[config.mk]
export PLATFORM = sky130hd
export DESIGN_NAME = rvc_regulator_vbus_control
export DESIGN_NICKNAME = d
export VERILOG_FILES = /design/src/rtl/rvc_pkg.sv /design/src/rtl/rvc_regulator_vbus_control.sv
export SDC_FILE = /design/constraint.sdc
export NUM_CORES = 1
export LEC_CHECK = 0
export BUFFER_PORTS_ARGS = -buffer_cell sky130_fd_sc_hd__clkbuf_2
export CAP_MARGIN = 10
export CORE_AREA = 2 2 39 41
export CTS_BUF_LIST = sky130_fd_sc_hd__clkbuf_16
export CTS_CLUSTER_SIZE = 14
export DETAILED_ROUTE_END_ITERATION = 10
export DIE_AREA = 0 0 41 43
export PLACE_DENSITY_LB_ADDON = 0.15
export SLEW_MARGIN = 15
export SYNTH_ARGS = -nofsm -noshare
export SYNTH_HDL_FRONTEND = slang
export SYNTH_SLANG_ARGS = --single-unit
[constraint.sdc]
create_clock -name mclk -period 1.8 [get_ports mclk]
set_input_delay 0 -clock mclk [delete_from_list [all_inputs] [get_ports mclk]]
set_output_delay 0 -clock mclk [all_outputs]
set_load 0.02 [all_outputs]
[src/rtl/rvc_pkg.sv]
package rvc_pkg;

  // ----------------------------------------------------------------
  // Register map
  // ----------------------------------------------------------------
  localparam logic [7:0] RVC_REGULATOR_CONTROL_ADDR = 8'hC9;
  localparam logic [7:0] RVC_REGULATOR_CONTROL_RST  = 8'h00;
  localparam int         RVC_OFF_BIT                = 7;
  localparam int         RVC_SENSE_BIT              = 6;
  localparam int         RVC_POL_BIT                = 5;
  localparam int         RVC_LP_BIT                 = 4;

  // ----------------------------------------------------------------
  // Special function register access
  // ----------------------------------------------------------------
  typedef struct packed {
    logic       wr;
    logic       rd;
    logic [7:0] addr;
    logic [7:0] wdata;
  } rvc_sfr_req_s;

endpackage : rvc_pkg

[src/rtl/rvc_regulator_vbus_control.sv]
`timescale 1ns/10ps
`default_nettype none
module rvc_regulator_vbus_control
  import rvc_pkg::*;
(
  // Clock and reset
  input  wire logic         mclk,
  input  wire logic         arst_n,
  // Special function register port
  input  wire rvc_sfr_req_s sfr_req,
  output var  logic [7:0]   sfr_rdata,
  // Supply sense pin and reset source select
  input  wire logic         supply_sense_pin,
  input  wire logic         usb_reset_src_en,
  // Regulator and system controls
  output var  logic         regulator_off,
  output var  logic         regulator_low_power_sel,
  output var  logic         supply_irq,
  output var  logic         usb_sys_reset_req
);

  // ----------------------------------------------------------------
  // Sense synchroniser
  // ----------------------------------------------------------------
  logic [1:0] sync_q;
  logic [1:0] sync_d;

  always_comb begin
    sync_d = {sync_q[0], supply_sense_pin};
  end

  always_ff @(posedge mclk or negedge arst_n) begin
    if (!arst_n) begin
      sync_q <= 2'h0;
    end else begin
      sync_q <= sync_d;
    end
  end

  wire logic sense_s = sync_q[1];

  // ----------------------------------------------------------------
  // Register decode
  // ----------------------------------------------------------------
  logic hit;
  logic wr_hit;
  logic rd_hit;

  always_comb begin
    hit    = sfr_req.addr == RVC_REGULATOR_CONTROL_ADDR;
    wr_hit = sfr_req.wr && hit;
    rd_hit = sfr_req.rd && hit;
  end

  // ----------------------------------------------------------------
  // Control bits
  // ----------------------------------------------------------------
  logic off_q;
  logic off_d;
  logic pol_q;
  logic pol_d;
  logic lp_q;
  logic lp_d;

  always_comb begin
    off_d = off_q;
    pol_d = pol_q;
    lp_d  = lp_q;
    if (wr_hit) begin
      off_d = sfr_req.wdata[RVC_OFF_BIT];
      pol_d = sfr_req.wdata[RVC_POL_BIT];
      lp_d  = sfr_req.wdata[RVC_LP_BIT];
    end
  end

  always_ff @(posedge mclk or negedge arst_n) begin
    if (!arst_n) begin
      off_q <= RVC_REGULATOR_CONTROL_RST[RVC_OFF_BIT];
      pol_q <= RVC_REGULATOR_CONTROL_RST[RVC_POL_BIT];
      lp_q  <= RVC_REGULATOR_CONTROL_RST[RVC_LP_BIT];
    end else begin
      off_q <= off_d;
      pol_q <= pol_d;
      lp_q  <= lp_d;
    end
  end

  // ----------------------------------------------------------------
  // Read data
  // ----------------------------------------------------------------
  logic [7:0] rdata_q;
  logic [7:0] rdata_d;

  always_comb begin
    rdata_d = 8'h00; // Reserved bits and misses read zero
    if (rd_hit) begin
      rdata_d[RVC_OFF_BIT]   = off_q;
      rdata_d[RVC_SENSE_BIT] = sense_s;
      rdata_d[RVC_POL_BIT]   = pol_q;
      rdata_d[RVC_LP_BIT]    = lp_q;
    end
  end

  always_ff @(posedge mclk or negedge arst_n) begin
    if (!arst_n) begin
      rdata_q <= RVC_REGULATOR_CONTROL_RST;
    end else begin
      rdata_q <= rdata_d;
    end
  end

  // ----------------------------------------------------------------
  // Supply interrupt and reset request
  // ----------------------------------------------------------------
  logic match;
  logic irq_q;
  logic irq_d;
  logic rst_q;
  logic rst_d;

  always_comb begin
    match = sense_s == pol_q;
    irq_d = match;
    rst_d = match && usb_reset_src_en;
  end

  always_ff @(posedge mclk or negedge arst_n) begin
    if (!arst_n) begin
      irq_q <= 1'b0;
      rst_q <= 1'b0;
    end else begin
      irq_q <= irq_d;
      rst_q <= rst_d;
    end
  end

  // ----------------------------------------------------------------
  // Outputs
  // ----------------------------------------------------------------

  always_comb begin
    sfr_rdata               = rdata_q;
    regulator_off           = off_q;
    regulator_low_power_sel = lp_q;
    supply_irq              = irq_q;
    usb_sys_reset_req       = rst_q;
  end
endmodule : rvc_regulator_vbus_control
`default_nettype wire

==> After elaboration in Yosys (flattened, before gate mapping) <==
Cells that the tools add are included.
{ "op_classes": {"addsub": 0, "n_mul": 0, "div": 0, "n_lt_le_gt_ge": 0, "eq_ne": 2, "shifts": 0, "n_mux": 1, "n_bitwise": 0, "reduce_logical": 3} }
{ "ops": {"columns": ["operator", "count"], "rows": [
  ["$eq 8x8->1 const B", 1],
  ["$mux 4", 1],
  ["$logic_and 1x1->1", 3],
  ["$eq 1x1->1", 1]
]} }
{ "word_totals": {"register_bits": 11, "latch_bits": 0, "mem_bits_rw": 0, "mem_bits_ro": 0, "inputBits": 22, "output_inout_bits": 12, "elab_cells": 13, "memories": 0} }

==> Longest topological paths before layout <==
{ "depth": {"ltp_word": 3, "depth_mapped": 3, "ltp_nobuf": 3} }

==> Worst setup path before layout <==
OpenSTA, ideal clock, no wires.
{ "synth_path": {"path_type": "register -> register", "startpoint": "register, netlist name regulator_low_power_sel", "endpoint": "register lp_q (netlist: regulator_low_power_sel)", "setup_ps": 128, "arrival_time_ps": 742, "t_required_ps": 1672, "slack_ps": 930, "path_stages_with_launch": 2, "path_buffers": 0, "synth_period_minus_slack_ps": 870, "cell_sequence": "dfrtp_1 mux2_1"} }
{ "synth_rtl": {"columns": ["item", "line", "text"], "rows": [
  ["end signal: assignment", "rvc_regulator_vbus_control.sv:80", "lp_q <= RVC_REGULATOR_CONTROL_RST[RVC_LP_BIT];"],
  ["end signal: assignment", "rvc_regulator_vbus_control.sv:84", "lp_q <= lp_d;"],
  ["end: declaration", "rvc_regulator_vbus_control.sv:62", "logic lp_q;"]
]} }

==> flow_summary_export.csv <==
group,metric,value,unit
sta,setup_viol,0,
critical_path,cpMaxStageDelayCell,"dfrtp_1",
power,vdd_drop_max,0.000351,V
floorplanning,fp.coreArea,1380,sq um
critical_path,end_kind,"register",
power,p_sw_share,19.0,%
route,wirelength,705,microns
hold_path,hold-path-endpoint,"sfr_rdata[4]$_DFF_PN0_",
sta,rsz0062_at_grt,"no",
critical_path,rr_worst_depth,1,
place,io_buffers,24,
route,antenna_left,0,
critical_path,required,1.91,ns
global_routing,grt_max_degree,12,
global_routing,antenna_found_initial,0,
hold_path,hold_path_class,"primary input to register",
cts,cts_made_buffers,3,
layout,fill_cells,136,
cts,clk_path_buf_depth,2,
sta,fin_setup_tns,0,ns
power,leakage,0.377,nW
place,gp_congestion,0.619,
hold_path,min_path_cells,3,
layout,antenna_cells,0,
sta,min_period,0.809,ns
global_routing,grt_pass1_wl,1090,microns
critical_path,cp-startpoint,"pol_q$_DFFE_PN0P_",
cts,cts_resized,0,
critical_path,slowest_delay,0.39,ns
power,p_clk_share,55.1,%
flow_run,maxCapViolCount,0,
critical_path,reg2reg_from,"pol_q$_DFFE_PN0P_",
layout,synthToLayoutAreaGrowth,60.8,%
logic_synthesis,syn_area,428,sq um
global_routing,grt_pass1_vias,311,
critical_path,path_cells,"mux2_1",
status,status,"completed",
route,via_per_inst,4.01,
route,wl_per_cell,8.60,microns
cts,tritoncts,"built",
layout,layout_commonest_cell,"clkbuf_2",
cts,cts_sinks,11,
logic_synthesis,synthesis.instances,33,
critical_path,path_delay_family,"flip-flops",
sta,fin_crit_sh,44.9,%
power,p_int,0.578,mW
cts,clk_latency,0.24,ns
critical_path,r2r_slack,0.99,ns
logic_synthesis,synth_warnings,0,
power,p_switching,0.135,mW
sta,timing.fmax,1240,MHz
critical_path,critPathMaxFanout,3,
layout,drive_above_1_share,42.4,%
critical_path,critPathBufInv,0,
cts,h-tree-depth,1,
layout,mostFrequentLayoutCells,"clkbuf_2, dfrtp_1, dlygate4sd3_1, inv_1",
logic_synthesis,yosysSeqAreaShare,64.3,%
layout,fin_area,688,sq um
critical_path,crit_type,"register to register",
sta,skew,0.00199,ns
global_routing,grt_overflow_total,0,
power,combPwrFrac,8.3,%
logic_synthesis,yosysUniqueCellTypes,11,
sta,hold_viol_final,0,
floorplanning,fp-row-count,14,
layout,multi_input_area,119,sq um
route,dr.first_iter.drc_count,0,
power,pwr-share-seq,36.6,%
route,dr.pass1.iters,1,
critical_path,r2r-end,"pol_q$_DFFE_PN0P_",
critical_path,crit_arrival,0.92,ns
floorplanning,ios,34,
floorplanning,initial_core_util,30.9,%
cts,clk_pin_slew,0.04,ns
hold_path,min_from,"sfr_req[16]",
layout,fin_nets,89,
logic_synthesis,synth_seq_cells,11,
global_routing,grt_usage,9.91,%
floorplanning,fp.dieArea,1760,sq um
logic_synthesis,avgSynthCellArea,13.0,sq um
place,dp_hpwl,543,microns
place,dpl-instance-area,549,sq um
floorplanning,die_width,41,microns
sta,slew_viol_final,0,
cts,clockRootBuffer,"clkbuf_16",
layout,register_area,275,sq um
route,vias,329,
power,power.density,1040,nW/um^2
critical_path,critPathLaunchType,"register",
floorplanning,fp.dieH,43,microns
route,drc_errors,0,
Yosys cell counts (all sizes together):
library cell	n	area, sq um
nand3	2	15.0
buf	4	30.0
inv	4	15.0
nor2	4	15.0
and2	1	6.26
dfrtp	11	275
mux2	3	33.8
conb	1	3.75
xnor2	1	8.76
and4bb	2	25.0
worst max path at each step:
stage	to	slack, ns	cells after the start
6_report	pol_q$_DFFE_PN0P_	0.99	1
5_1_grt	pol_q$_DFFE_PN0P_	0.96	1
4_1_cts	pol_q$_DFFE_PN0P_	0.98	1
3_5_place_dp	pol_q$_DFFE_PN0P_	0.84	4
3_3_place_gp	pol_q$_DFFE_PN0P_	0.86	4
2_1_floorplan	regulator_low_power_sel$_DFFE_PN0P_	0.93	1
sequential cells by signal, summed over array words and instances (netlist names):
signal,cells
regulator_off,1
sfr_rdata,4
sync_q,2
supply_irq,1
regulator_low_power_sel,1
usb_sys_reset_req,1
pol_q,1
cell type report:
type                    instances  area share (%)
inverters                       4            2.18
flip-flops and latches         11            40.0
well taps                      16            2.91
clock buffers                   3            10.9
repair buffers                 30            26.2
clock inverters                 1           0.545
multi-input cells              17            17.3
logic make-up after synthesis:
family	count (synthesis)	share of synthesized area, %
buffers and inverters	8	10.5
multiplexers	3	7.89
other	1	0.876
flip-flops	11	64.3
AND/OR/NAND/NOR	9	14.3
XOR/XNOR	1	2.05
metrics by stage:
stage / hold WS [ns] / util [%] / power [mW] / setup WS (ns) / std cells
after global routing: 0.0884 / 49.7 / 0.745 / 0.961 / 82
after detailed placement: -0.116 / 39.7 / 0.315 / 0.837 / 72
after CTS: 0.0681 / 49.7 / 0.722 / 0.984 / 82
after floorplan: -0.296 / - / 0.295 / 0.930 / 36
after global placement: -0.115 / 39.7 / 0.314 / 0.860 / 72
final: 0.0597 / 49.7 / 0.714 / 0.991 / 82
power groups by stage:
stage	sequential, mW	clock, mW	combinational (mW)
after global placement	0.265	0	0.0497
after detailed placement	0.265	0	0.0501
after global routing	0.262	0.416	0.0662
after floorplan	0.271	0	0.0231
after CTS	0.261	0.400	0.0605
final	0.261	0.393	0.0594
timing repair:
action | 4_1_cts | 5_1_grt
buffers inserted | 0 | 0
hold endpoints to repair | 16 | 0
hold buffers | 6 | 0
routing by layer:
layer	vias to the layer above	GRT usage, %	routed length [microns]
li1	163	-	-
met3	4	1.57	65
met1	140	10.9	285
met5	-	0	0
met4	0	12.0	31
met2	22	13.8	324
No activity file was read; power rests on OpenSTA's default activity.
